### src/rtl/avs_pkg.sv
// shared constants and crc for the voltage scaling serial link
package avs_pkg;
  // subframe field codes
  localparam logic [1:0] START_CODE  = 2'h1;
  localparam logic [1:0] ACC_WRITE   = 2'h0;
  localparam logic [1:0] ACC_READ    = 2'h3;
  localparam logic       CTYPE_DATA  = 1'h0;
  localparam logic [1:0] ACK_DONE    = 2'h0;
  localparam logic [1:0] ACK_NOACT   = 2'h1;
  localparam logic [1:0] ACK_BADCRC  = 2'h2;
  localparam logic [1:0] ACK_INVALID = 2'h3;
  localparam logic [3:0] CMD_VTARGET = 4'h0;
  localparam logic [3:0] CMD_RATE    = 4'h1;
  localparam logic [3:0] CMD_CURRENT = 4'h2;
  localparam logic [3:0] CMD_TEMP    = 4'h3;
  localparam logic [3:0] CMD_VRESET  = 4'h4;
  localparam logic [3:0] CMD_STATUS  = 4'he;
  localparam logic [3:0] CMD_VERSION = 4'hf;
  localparam logic [3:0] RAIL0       = 4'h0;
  localparam logic [3:0] RAIL1       = 4'h1;
  localparam logic [3:0] RAIL_ALL    = 4'hf;
  localparam logic [15:0] DATA_ONES  = 16'hffff;
  localparam logic [4:0]  PAD_ONES   = 5'h1f;
  localparam logic [15:0] VERSION_VALUE = 16'h0000;
  // command subframe bit positions
  localparam int POS_START = 30;
  localparam int POS_ACC   = 28;
  localparam int POS_CTYPE = 27;
  localparam int POS_CODE  = 23;
  localparam int POS_RAIL  = 19;
  localparam int POS_DATA  = 3;
  // status entry and response status bits
  localparam int ST_REACHED = 15;
  localparam int ST_OTW     = 12;
  // frame length and counters
  localparam logic [5:0] FRAME_BITS = 6'h20;
  localparam logic [5:0] LAST_PER   = 6'h3f;
  // link clock made by the host from ref_clk
  localparam int REF_CLK_NS     = 40;
  localparam int LINK_PERIOD_NS = 320;
  localparam int LINK_DIV       = LINK_PERIOD_NS / REF_CLK_NS;
  localparam logic [2:0] PH_FALL   = 3'h0;
  localparam logic [2:0] PH_RISE   = 3'(LINK_DIV / 2);
  localparam logic [2:0] PH_SAMPLE = 3'(LINK_DIV * 3 / 4);
  localparam logic [2:0] PH_LAST   = 3'(LINK_DIV - 1);
  // host register map
  localparam logic [7:0] REG_CMD  = 8'h00;
  localparam logic [7:0] REG_STAT = 8'h04;
  localparam logic [7:0] REG_RESP = 8'h08;
  localparam int CB_RAIL   = 16;
  localparam int CB_CODE   = 20;
  localparam int CB_ACC    = 24;
  localparam int CB_BADCRC = 26;
  localparam int SB_BUSY   = 0;
  localparam int SB_DONE   = 1;
  localparam int SB_CRC_OK = 2;
  localparam int SB_ALERT  = 3;

  // crc over the first 29 bits, msb first, x^3+x+1, seed zero
  function automatic logic [2:0] avs_crc3(input logic [28:0] d);
    logic [2:0] c;
    logic       fb;
    c = 3'h0;
    for (int i = 28; i >= 0; i--)
    begin
      fb = d[i] ^ c[2];
      c  = {c[1], c[0] ^ fb, fb};
    end
    return c;
  endfunction : avs_crc3
endpackage : avs_pkg

### src/rtl/avs_link_if.sv
// three-wire link between the bus master and the regulator slave
`timescale 1ns/1ps
interface avs_link_if;
  logic avs_clk;
  logic mdata;
  logic sdata;
  modport dev  (input avs_clk, input mdata, output sdata);
  modport host (output avs_clk, output mdata, input sdata);
endinterface : avs_link_if

### src/rtl/avs_link_sampler.sv
// synchronises link clock and master data, finds link clock edges
`timescale 1ns/1ps
module avs_link_sampler
  import avs_pkg::*;
(
  // system
  input  wire logic ref_clk,
  input  wire logic rst_n,
  // link pins
  input  wire logic avs_clk,
  input  wire logic mdata,
  // sampled view
  output logic      clk_rise,
  output logic      clk_fall,
  output logic      mdata_s
);
  typedef struct packed {
    logic [2:0] ck;
    logic [1:0] md;
  } avs_smp_t;

  avs_smp_t q_ff;
  avs_smp_t nxt_q;

  always_comb
  begin
    nxt_q    = q_ff;
    nxt_q.ck = {q_ff.ck[1:0], avs_clk};
    nxt_q.md = {q_ff.md[0], mdata};
  end

  always_ff @(posedge ref_clk or negedge rst_n)
  begin
    if (!rst_n)
      q_ff <= '{ck: 3'h7, md: 2'h3};
    else
      q_ff <= nxt_q;
  end

  // stage 0 is never looked at; data stays aligned with the clock view
  assign clk_rise = q_ff.ck[1] & ~q_ff.ck[2];
  assign clk_fall = ~q_ff.ck[1] & q_ff.ck[2];
  assign mdata_s  = q_ff.md[1];
endmodule : avs_link_sampler

### src/rtl/avs_dev_end.sv
// regulator side of the voltage scaling link: decode, entries, response
//
// Behaviour
// - link clock up to 50MHz, set by master
// - reads always served; writes only under control
// - command: start,acc,type,code,rail,data,crc in order
// - start 01b, access 00b write, 11b read
// - code picks entry; unknown codes are invalid
// - rail 0h, 1h; Fh broadcasts to both
// - master reads with data field all ones
// - response: ack,zero,status,data,pad,crc in order
// - ack 00b acted, 01b accepted without action
// - bad crc answers 10b, nothing changes
// - invalid request answers 11b, nothing changes
// - status bit4 shows target voltage reached
// - status bit3 flags other status entry bits
// - status bit2 shows bus control; 1:0 zero
// - write answers all-ones data; pad 11111b
// - data line pulled low to alert host
// - status entry: bit15 reached, bit12 overtemp
// - target in mV, seeded from setpoint
`timescale 1ns/1ps
module avs_dev_end
  import avs_pkg::*;
(
  // system
  input  wire logic              ref_clk,
  input  wire logic              rst_n,
  // link
  avs_link_if.dev                link,
  // regulator side, per rail
  input  wire logic [1:0]        bus_ctrl,
  input  wire logic [1:0][15:0]  output_voltage_setpoint,
  input  wire logic [1:0]        target_reached_flag,
  input  wire logic [1:0]        over_temperature_warning,
  input  wire logic [1:0][15:0]  rail_current,
  input  wire logic [1:0][15:0]  rail_temp,
  output logic      [1:0][15:0]  target_mv,
  output logic      [1:0][15:0]  trans_rate
);
  typedef enum logic [2:0] {
    DS_IDLE = 3'b001,
    DS_RX   = 3'b010,
    DS_TX   = 3'b100
  } avs_dst_t;

  typedef struct packed {
    avs_dst_t        st;
    logic [5:0]      cnt;
    logic [31:0]     sh;
    logic [1:0][15:0] tgt;
    logic [1:0][15:0] rate;
    logic [1:0]      ctrl_q;
    logic [3:0]      stat_q;
    logic            alert;
    logic            sdata;
  } avs_dev_t;

  avs_dev_t q_ff;
  avs_dev_t nxt_q;

  logic        clk_rise;
  logic        clk_fall;
  logic        mdata_s;
  logic [31:0] w;
  logic [1:0]  acc;
  logic [3:0]  code;
  logic [3:0]  rail;
  logic [15:0] wdat;
  logic        ri;
  logic [1:0]  hit;
  logic        rail_ok;
  logic        hdr_ok;
  logic        rd_ok;
  logic        wr_ok;
  logic        changed;
  logic [15:0] rdat;
  logic [15:0] nv;
  logic [1:0]  ack;
  logic [4:0]  rstat;
  logic [28:0] rsp;
  logic [3:0]  stat_now;
  logic        alert_set;
  logic        alert_clr;

  avs_link_sampler u_smp (
    .ref_clk  (ref_clk),
    .rst_n    (rst_n),
    .avs_clk  (link.avs_clk),
    .mdata    (link.mdata),
    .clk_rise (clk_rise),
    .clk_fall (clk_fall),
    .mdata_s  (mdata_s)
  );

  always_comb
  begin
    nxt_q = q_ff;
    // command word as it stands once the last bit arrives
    w       = {q_ff.sh[30:0], mdata_s};
    acc     = w[POS_ACC +: 2];
    code    = w[POS_CODE +: 4];
    rail    = w[POS_RAIL +: 4];
    wdat    = w[POS_DATA +: 16];
    hdr_ok  = (w[POS_START +: 2] == START_CODE) && (w[POS_CTYPE] == CTYPE_DATA);
    hit[0]  = (rail == RAIL0) || (rail == RAIL_ALL);
    hit[1]  = (rail == RAIL1) || (rail == RAIL_ALL);
    rail_ok = |hit;
    // broadcast reads answer with rail 0
    ri      = (rail == RAIL1);
    rd_ok   = 1'b1;
    case (code)
      CMD_VTARGET: rdat = q_ff.tgt[ri];
      CMD_RATE:    rdat = q_ff.rate[ri];
      CMD_CURRENT: rdat = rail_current[ri];
      CMD_TEMP:    rdat = rail_temp[ri];
      CMD_STATUS:
      begin
        rdat             = 16'h0000;
        rdat[ST_REACHED] = target_reached_flag[ri];
        rdat[ST_OTW]     = over_temperature_warning[ri];
      end
      CMD_VERSION: rdat = VERSION_VALUE;
      default:
      begin
        rdat  = DATA_ONES;
        rd_ok = 1'b0;
      end
    endcase
    // every addressed rail must be under bus control
    wr_ok = ((code == CMD_VTARGET) || (code == CMD_RATE) || (code == CMD_VRESET))
            && (~hit[0] | bus_ctrl[0]) && (~hit[1] | bus_ctrl[1]);
    changed = 1'b0;
    nv      = wdat;
    for (int i = 0; i < 2; i++)
    begin
      if (hit[i])
      begin
        if (code == CMD_RATE)
          changed = changed | (q_ff.rate[i] != wdat);
        else if (code == CMD_VRESET)
          changed = changed | (q_ff.tgt[i] != output_voltage_setpoint[i]);
        else
          changed = changed | (q_ff.tgt[i] != wdat);
      end
    end
    if (avs_crc3(w[31:3]) != w[2:0])
      ack = ACK_BADCRC;
    else if (!hdr_ok || !rail_ok)
      ack = ACK_INVALID;
    else if (acc == ACC_READ)
      ack = rd_ok ? ACK_DONE : ACK_INVALID;
    else if (acc == ACC_WRITE && wr_ok)
      ack = changed ? ACK_DONE : ACK_NOACT;
    else
      ack = ACK_INVALID;
    rstat = {target_reached_flag[ri], over_temperature_warning[ri],
             bus_ctrl[ri], 2'h0};
    rsp   = {ack, 1'b0, rstat,
             ((acc == ACC_READ) && (ack == ACK_DONE)) ? rdat : DATA_ONES,
             PAD_ONES};

    // entering bus control seeds the target from the setpoint
    for (int i = 0; i < 2; i++)
    begin
      if (bus_ctrl[i] && !q_ff.ctrl_q[i])
        nxt_q.tgt[i] = output_voltage_setpoint[i];
    end
    nxt_q.ctrl_q = bus_ctrl;

    // a newly set status bit raises the alert; reading status clears it
    stat_now     = {target_reached_flag, over_temperature_warning};
    alert_set    = |(stat_now & ~q_ff.stat_q);
    alert_clr    = 1'b0;
    nxt_q.stat_q = stat_now;

    case (q_ff.st)
      DS_IDLE:
      begin
        nxt_q.sdata = ~q_ff.alert;
        if (clk_rise && !mdata_s)
        begin
          nxt_q.st    = DS_RX;
          nxt_q.sh    = {31'h0, mdata_s};
          nxt_q.cnt   = 6'h1;
          nxt_q.sdata = 1'b1;
        end
      end
      DS_RX:
      begin
        if (clk_rise)
        begin
          nxt_q.sh  = w;
          nxt_q.cnt = q_ff.cnt + 6'h1;
          if (q_ff.cnt == FRAME_BITS - 6'h1)
          begin
            nxt_q.st  = DS_TX;
            nxt_q.cnt = 6'h0;
            nxt_q.sh  = {rsp, avs_crc3(rsp)};
            if (acc == ACC_WRITE && ack == ACK_DONE)
            begin
              for (int i = 0; i < 2; i++)
              begin
                if (hit[i] && code == CMD_RATE)
                  nxt_q.rate[i] = wdat;
                else if (hit[i] && code == CMD_VRESET)
                  nxt_q.tgt[i] = output_voltage_setpoint[i];
                else if (hit[i])
                  nxt_q.tgt[i] = nv;
              end
            end
            alert_clr = (acc == ACC_READ) && (code == CMD_STATUS) && (ack == ACK_DONE);
          end
        end
      end
      DS_TX:
      begin
        if (clk_fall && q_ff.cnt != FRAME_BITS)
        begin
          nxt_q.sdata = q_ff.sh[31];
          nxt_q.sh    = {q_ff.sh[30:0], 1'b1};
          nxt_q.cnt   = q_ff.cnt + 6'h1;
        end
        else if (clk_rise && q_ff.cnt == FRAME_BITS)
        begin
          nxt_q.st    = DS_IDLE;
          nxt_q.sdata = ~q_ff.alert;
        end
      end
      default:
      begin
        nxt_q.st    = DS_IDLE;
        nxt_q.sdata = 1'b1;
      end
    endcase
    // a new event in the clearing cycle keeps the alert up
    nxt_q.alert = (q_ff.alert & ~alert_clr) | alert_set;
  end

  always_ff @(posedge ref_clk or negedge rst_n)
  begin
    if (!rst_n)
    begin
      q_ff        <= '0;
      q_ff.st     <= DS_IDLE;
      q_ff.sdata  <= 1'b1;
    end
    else
      q_ff <= nxt_q;
  end

  assign link.sdata = q_ff.sdata;
  assign target_mv  = q_ff.tgt;
  assign trans_rate = q_ff.rate;
endmodule : avs_dev_end

### src/flat_wrapper.sv
// flat-port wrapper written by rule: the top's interface ports become plain ports
module avs_dev_end_flat import avs_pkg::*;
  (ref_clk, rst_n, bus_ctrl, output_voltage_setpoint, target_reached_flag, over_temperature_warning, rail_current, rail_temp, target_mv, trans_rate, link_avs_clk, link_mdata, link_sdata);
  avs_link_if link_i ();
  input  wire logic ref_clk;
  input  wire logic rst_n;
  input  wire logic [1:0] bus_ctrl;
  input  wire logic [1:0][15:0] output_voltage_setpoint;
  input  wire logic [1:0] target_reached_flag;
  input  wire logic [1:0] over_temperature_warning;
  input  wire logic [1:0][15:0] rail_current;
  input  wire logic [1:0][15:0] rail_temp;
  output logic      [1:0][15:0] target_mv;
  output logic      [1:0][15:0] trans_rate;
  input wire logic [$bits(link_i.avs_clk)-1:0] link_avs_clk;
  input wire logic [$bits(link_i.mdata)-1:0] link_mdata;
  output wire logic [$bits(link_i.sdata)-1:0] link_sdata;
  assign link_i.avs_clk = link_avs_clk;
  assign link_i.mdata = link_mdata;
  assign link_sdata = link_i.sdata;
  avs_dev_end u_core (.ref_clk(ref_clk), .rst_n(rst_n), .link(link_i), .bus_ctrl(bus_ctrl), .output_voltage_setpoint(output_voltage_setpoint), .target_reached_flag(target_reached_flag), .over_temperature_warning(over_temperature_warning), .rail_current(rail_current), .rail_temp(rail_temp), .target_mv(target_mv), .trans_rate(trans_rate));
endmodule
### config.mk
export PLATFORM = sky130hd
export DESIGN_NAME = avs_dev_end_flat
export DESIGN_NICKNAME = d
export VERILOG_FILES = /design/src/rtl/avs_pkg.sv /design/src/rtl/avs_link_if.sv /design/src/rtl/avs_link_sampler.sv /design/src/rtl/avs_dev_end.sv /design/src/flat_wrapper.sv
export SDC_FILE = /design/constraint.sdc
export NUM_CORES = 1
export LEC_CHECK = 0
export BUFFER_PORTS_ARGS = -buffer_cell sky130_fd_sc_hd__buf_2
export CAP_MARGIN = 20
export CORE_AREA = 10 10 182 184
export CTS_CLUSTER_DIAMETER = 100
export CTS_CLUSTER_SIZE = 30
export DETAILED_ROUTE_END_ITERATION = 12
export DIE_AREA = 0 0 192 194
export PLACE_DENSITY = 0.5
export SLEW_MARGIN = 20
export SYNTH_ARGS = -nofsm -noshare
export SYNTH_HDL_FRONTEND = slang
export SYNTH_SLANG_ARGS = --single-unit
### constraint.sdc
create_clock -name ref_clk -period 5.7 [get_ports ref_clk]
set_input_delay 1.14 -clock ref_clk [delete_from_list [all_inputs] [get_ports ref_clk]]
set_output_delay 1.14 -clock ref_clk [all_outputs]
set_load 0.01 [all_outputs]
==> results_dict.tcl, run 1 <==
set metrics [dict create \
    synth_edf_count 0 \
    cts_sinks 118 \
    worst_slew_margin_rel 0.408 \
    power_w 0.00337 \
    vdd.ir_drop.worst_mv 0.165 \
    drt_iter0_markers 525 \
    dieArea_um2 37200 \
    io_pins 171 \
    grt_start_max_net_pins 64 \
    cts_resized 0 \
    synth_area_um2 8670 \
    coreArea_um2 29400 \
    ys_seq_elements 118 \
    die_h_um 194 \
    final_area_um2 10100 \
    grt.total_usage 0.176 \
    cts_buffer_depth 2 \
    crit_path_end_kind "flop" \
    fin_cells 1375 \
    worst_setup_path_start_kind "flop" \
    clkTransAtPathRegs_ns 0.06 \
    yosysWarnings 0 \
    drt_first_pass_iters 5 \
    min_period_ns 5.38 \
    path_max_fanout 27 \
    ys_types 62 \
    synthXorXnorAreaFrac 0.146 \
    synth_ff_type "dfrtp_1" \
    rows 63 \
    overflow 0 \
    hpwlAfterDp_mm 25.2 \
    hold_class "reg -> reg" \
    cap_violations 0 \
    maxSlewViolCount 0 \
    drive_gt1_frac 0.321 \
    synth_simple_gate_area_frac 0.113 \
    crit_chain "nor4b_2, buf_12, mux2i_1, xnor2_1, nor4_1, nand4_1, o21ai_0, a31oi_1, a21o_1, ha_1, inv_1, a211oi_2, nand4_1, xnor2_1, xnor2_4, xor2_1, xor3_1, o21ai_1" \
    required_ns 6.04 \
    cts_buffers 17 \
    muxShareOfSynthArea 0.165 \
    fin_nets 1082 \
    cts_root_buffer "clkbuf_16" \
    synthCells 881 \
    grt_pass1_wl_mm 49.6 \
    place_congestion 0.911 \
    antenna_cells 0 \
    grt_pass1_vias 7650 \
    power.density_nw_per_um2 335 \
    finalHoldViolCount 0 \
    rsz0062_at_grt "no" \
    post-cts-setup-buffers 0 \
    wl_mm 33.0 \
    cts_tree "done" \
    leakage_nw 4.23 \
    fin_skew_ns 0.0119 \
    synthArstFlopShare 1.00 \
    hold-worst-slack_ns 0.357 \
    setup-tns-final_ns 0 \
    synthAdderAreaFrac 0.00577 \
    via_per_inst 5.21 \
    synth_top_family_by_area "multiplexers" \
    portBuffers 170 \
    multiInputGateArea_um2 4870 \
    cts_hold_buffers 0 \
    cpMaxStageDelayCell "a211oi_2" \
    dpl_cell_area_um2 9490 \
    path_class "reg -> reg" \
    wl_per_cell_um 24.0 \
    ff_latch_area_um2 2960 \
    final_cell_mix "buf_2, dfrtp_1, xnor2_1" \
    via_count 7164 \
    die_x_um 192 \
    syn_nets 991 \
    placed_cells 1343 \
    max_freq_ghz 0.186 \
    antenna_found_initial 2 \
    clock_latency_ns 0.43 \
    critPathArrivalTime_ns 5.72 \
    status "complete, no violations" \
    synth.avg_cell_area_um2 9.84 \
    htree_levels 4 \
    slowest_delay_ns 0.66 \
    initial_core_util 0.295 \
    tightest_slew_ns 0.883 \
    ant_nets 0 \
    ys_seq_area_frac 0.342 \
    area_delta_synth_final_pct 16.0 \
    final_common_cell "buf_2" \
    synth_compound_area_frac 0.129 \
    setup_viol 0 \
    drcViolationCount 0 \
    n_fill_cell 3041 \
    period_share 0.944 \
]
==> layout make-up <==
class,instances,area share
multi-input cells,612,0.484
repair buffers,198,0.107
clock inverters,14,0.0141
flip-flops and latches,118,0.295
clock buffers,18,0.0427
inverters,25,0.00933
well taps,390,0.0485
==> Yosys cell counts, types with 3 or more instances <==
library cell  instances  area share
mux4_2               27       0.070
ha_1                  4      0.0058
a22oi_1              18       0.016
xor3_1                3      0.0082
buf_2                15      0.0087
nand3_1              12      0.0069
nor2_1               75       0.032
o21ai_0              36       0.021
a22o_1                3      0.0030
buf_6                 3      0.0039
a21oi_1              56       0.032
clkbuf_1             39       0.017
inv_1                25       0.011
xnor3_1              11       0.029
dfstp_2               7       0.021
dfrtp_1             111        0.32
nor3_1                6      0.0035
nor2b_1               5      0.0036
nand2_1              54       0.023
mux2_2               34       0.044
o21ai_1               6      0.0035
nand4_1              13      0.0094
and3_1                4      0.0029
a221oi_1              5      0.0051
nand2b_1              6      0.0043
xnor2_1              92       0.093
nor4_1                8      0.0058
a31oi_1               7      0.0051
mux2i_1              44       0.051
buf_4                68       0.059
o22ai_1              33       0.024
xor2_1               11       0.011
==> cells by family (layout without fill, tap and decap cells) <==
kind of cell	Yosys count	in the layout
buf+inv	151	255
compound gates	182	182
fa+ha+maj	4	4
flops	118	118
mux	105	105
simple gates	202	202
xor+xnor	119	119
==> sequential cells by signal, summed over array words and instances (netlist names) <==
signal                flops
u_core.target_mv         32
u_core.trans_rate        32
u_core.q_ff              26
u_core.nv                16
u_core.code               4
u_core.u_smp.nxt_q        3
u_core.acc                2
u_core.link.sdata         1
u_core.u_smp.mdata_s      1
u_core.u_smp.q_ff         1
==> final timing paths <==
path | slack [ns] | cells past startpoint | to | start
worst max-delay path | 0.32 | 18 | u_core.q_ff[73] | u_core.code[3]
worst min-delay path | 0.36 | 0 | u_core.u_smp.nxt_q[4] | u_core.u_smp.nxt_q[3]
worst max register to register | 0.32 | 18 | u_core.q_ff[73] | u_core.code[3]
worst min register to register | 0.36 | 0 | u_core.u_smp.nxt_q[4] | u_core.u_smp.nxt_q[3]
max in group asynchronous | 3.74 | 2 | u_core.nv[10] | rst_n
min in group asynchronous | 0.84 | 1 | u_core.q_ff[112] | rst_n
==> power by group <==
part,switching (W),internal (W)
clock,0.000457,0.000612
sequential,0.000126,0.000900
combinational,0.000645,0.000635
total,0.00123,0.00215
==> routing by layer <==
layer	global-route usage	vias to the layer above	wire length [um]
met4	0.0678	4	1150
li1	-	3265	-
met5	0	-	25
met3	0.0424	56	1940
met1	0.215	3566	13500
met2	0.293	273	16300
==> metrics by stage <==
stage               setup slack, ns   util
finish                        0.318  0.342
detailed placement            0.476  0.323
global placement              0.127  0.322
floorplan                      1.10      -
global route                  0.112  0.342
CTS                           0.440  0.342
==> critical path, delay by kind of cell, from the launching register on <==
| family | cells | cell delay (ns) |
|---|---|---|
| XOR/XNOR | 5 | 1.79 |
| AO/OA/AOI/OAI | 5 | 1.21 |
| AND/OR/NAND/NOR | 4 | 1.08 |
| flip-flops | 1 | 0.49 |
| buffers and inverters | 2 | 0.37 |
| adder cells (fa/ha/maj) | 1 | 0.21 |
| multiplexers | 1 | 0.12 |
Power figures use the tool's default switching activity.
==> run 2: changes to the inputs <==
--- a/config.mk
+++ b/config.mk
@@ -5,13 +5,14 @@
 export SDC_FILE = /design/constraint.sdc
 export NUM_CORES = 1
 export LEC_CHECK = 0
+export ABC_AREA = 1
 export BUFFER_PORTS_ARGS = -buffer_cell sky130_fd_sc_hd__buf_2
 export CAP_MARGIN = 20
-export CORE_AREA = 10 10 182 184
+export CORE_AREA = 10 10 188 190
 export CTS_CLUSTER_DIAMETER = 100
 export CTS_CLUSTER_SIZE = 30
 export DETAILED_ROUTE_END_ITERATION = 12
-export DIE_AREA = 0 0 192 194
+export DIE_AREA = 0 0 198 200
 export PLACE_DENSITY = 0.5
 export SLEW_MARGIN = 20
 export SYNTH_ARGS = -nofsm -noshare
==> run 2 against run 1 <==
- the run now ends with setup timing left
- first-iteration DRC count is 19% higher
- largest cell class unchanged
- hold slack got worse by 0.0027 ns
- utilization increased by 4.9 points
- flip-flop and latch count stayed put
- maximum frequency decreased by 18%
- clock skew hardly changed
- worst setup slack worse by 1.2 ns
- routed wire length up 16%
- design area increased by 22%
- global-route usage increased by 1.3 points
- die area increased by 6.3%
- highest routed layer is now met4
- synthesized area up 8.0%
==> results_dict.tcl, run 2 <==
set metrics [dict create \
    path_common_cell "nand2_4" \
    final_cell_mix "nand2_1, buf_2, buf_4" \
    grt_pass1_vias 9840 \
    pre_cts_ws_ns -1.00 \
    grt.total_usage 0.189 \
    drt_first_pass_iters 4 \
    critical_path.top_delay_family "simple AND/OR/NAND/NOR gates" \
    coreArea_um2 31400 \
    synth_common_cells "nand2_1, inv_1, dfrtp_1, o21ai_0, nand3_1" \
    antenna_found_initial 0 \
    fin_util 0.392 \
    finalHoldViolCount 0 \
    worst_slew_margin_rel 0.425 \
    maxSlewViolCount 0 \
    portBuffers 170 \
    synth_edf_count 0 \
    via_count 9769 \
    fin_skew_ns 0.0120 \
    clkTransAtPathRegs_ns 0.06 \
    worst_setup_path_start_kind "flop" \
    die_h_um 200 \
    drcViolationCount 0 \
    wl_per_cell_um 19.6 \
    area_delta_synth_final_pct 31.3 \
    synth_area_um2 9360 \
    antenna_cells 0 \
    cts_buffers 17 \
    cpMaxStageDelayCell "dfrtp_2" \
    io_pins 171 \
    required_ns 6.02 \
    cap_violations 0 \
    grt_start_max_net_pins 48 \
    final_area_um2 12300 \
    dpl_cell_area_um2 11000 \
    synthArstFlopShare 1.00 \
    via_per_inst 5.01 \
    drive_gt1_frac 0.346 \
    synth_top_area_share 0.297 \
    drt_iter0_markers 625 \
    grt_pass1_wl_mm 57.9 \
    initial_core_util 0.298 \
    final_common_cell "nand2_1" \
    max_freq_ghz 0.153 \
    cts_hold_buffers 0 \
    cp_num_buf_inv 12 \
    hold_class "reg -> reg" \
    syn_nets 1437 \
    cts_buffer_depth 2 \
    ys_seq_area_frac 0.316 \
    synth_ff_type "dfrtp_1" \
    path_max_fanout 5 \
    synth.most_common_cell "nand2_1" \
    synthCells 1327 \
    overflow 0 \
    dieArea_um2 39600 \
    tightest_slew_ns 0.861 \
    cts_tree "done" \
    synth.area.top_cells "dfrtp_1, nand2_1, inv_1" \
    rows 65 \
    htree_levels 4 \
    wl_mm 38.1 \
    setup_viol 3 \
    ant_nets 0 \
    setup_slack_ns -0.834 \
    crit_path_end_kind "flop" \
    violations "setup timing" \
    ys_types 54 \
    ys_seq_elements 118 \
    yosysWarnings 0 \
    cts_sinks 118 \
    critPathArrivalTime_ns 6.85 \
    hold-worst-slack_ns 0.355 \
    min_period_ns 6.53 \
    hpwlAfterDp_mm 29.1 \
    period_share 1.15 \
    synth_top_area_cell "dfrtp_1" \
    path_class "reg -> reg" \
    n_fill_cell 3291 \
    die_x_um 198 \
    status "finished with violations" \
    rsz0062_at_grt "yes" \
    fin_nets 1646 \
    cts_root_buffer "clkbuf_16" \
    place_congestion 0.892 \
    slowest_delay_ns 0.46 \
    clock_latency_ns 0.44 \
    synth.avg_cell_area_um2 7.06 \
]
[run 2: logic make-up after synthesis]
| kind of cell | after synthesis | synth area share |
|---|---|---|
| muxes | 13 | 0.0156 |
| DFF | 118 | 0.316 |
| adders and majority gates | 4 | 0.00534 |
| AOI/OAI and AO/OA | 264 | 0.175 |
| xor gates and xnor gates | 73 | 0.0720 |
| and+or+nand+nor | 587 | 0.282 |
| buffers and inverters | 268 | 0.134 |
[run 2: through the flow]
step | instances | setup TNS, ns
after floorplan | 1327 | -0.504
after global placement | 1903 | -2.25
after detailed placement | 1903 | -2.69
after CTS | 1945 | -1.82
after global routing | 1950 | -3.76
final | 1950 | -2.20
[run 2: per-layer routing]
layer | share of wire | track usage | vias to the layer above
met3 | 0.057 | 0.0335 | 38
met1 | 0.44 | 0.241 | 4676
li1 | - | - | 4750
met2 | 0.48 | 0.323 | 305
met5 | 0 | 0 | -
met4 | 0.017 | 0.0498 | 0
[run 2: area by class of cell]
class	count	area, um2	area share
multi-input cells	941	5750	0.468
repair buffers	311	1930	0.157
clock inverters	9	126	0.0103
flip-flops and latches	118	2960	0.241
inverters	147	554	0.0451
well taps	402	503	0.0409
clock buffers	22	464	0.0378
[run 2: final timing paths]
kind / startpoint / endpoint / slack, ns / cells past startpoint
worst max-delay path: u_core.q_ff[101] / u_core.q_ff[73] / -0.83 / 60
max in group asynchronous: rst_n / u_core.q_ff[108] / 4.01 / 2
worst min register to register: u_core.u_smp.nxt_q[3] / u_core.u_smp.nxt_q[4] / 0.35 / 0
worst min-delay path: u_core.u_smp.nxt_q[3] / u_core.u_smp.nxt_q[4] / 0.35 / 0
worst max register to register: u_core.q_ff[101] / u_core.q_ff[73] / -0.83 / 60
min in group asynchronous: rst_n / u_core.target_mv[14] / 0.65 / 1
[run 2: repair_timing]
item,in CTS,in global routing
endpoints found under the setup margin,3,10
setup buffers,11,5
gates resized for setup,41,77
pin swaps,35,28
endpoints found under the hold margin,0,0
Power of run 2 is left out: the tool's default activity adds up to more than one toggle a clock period on the data nets, which glitch-free logic cannot reach.
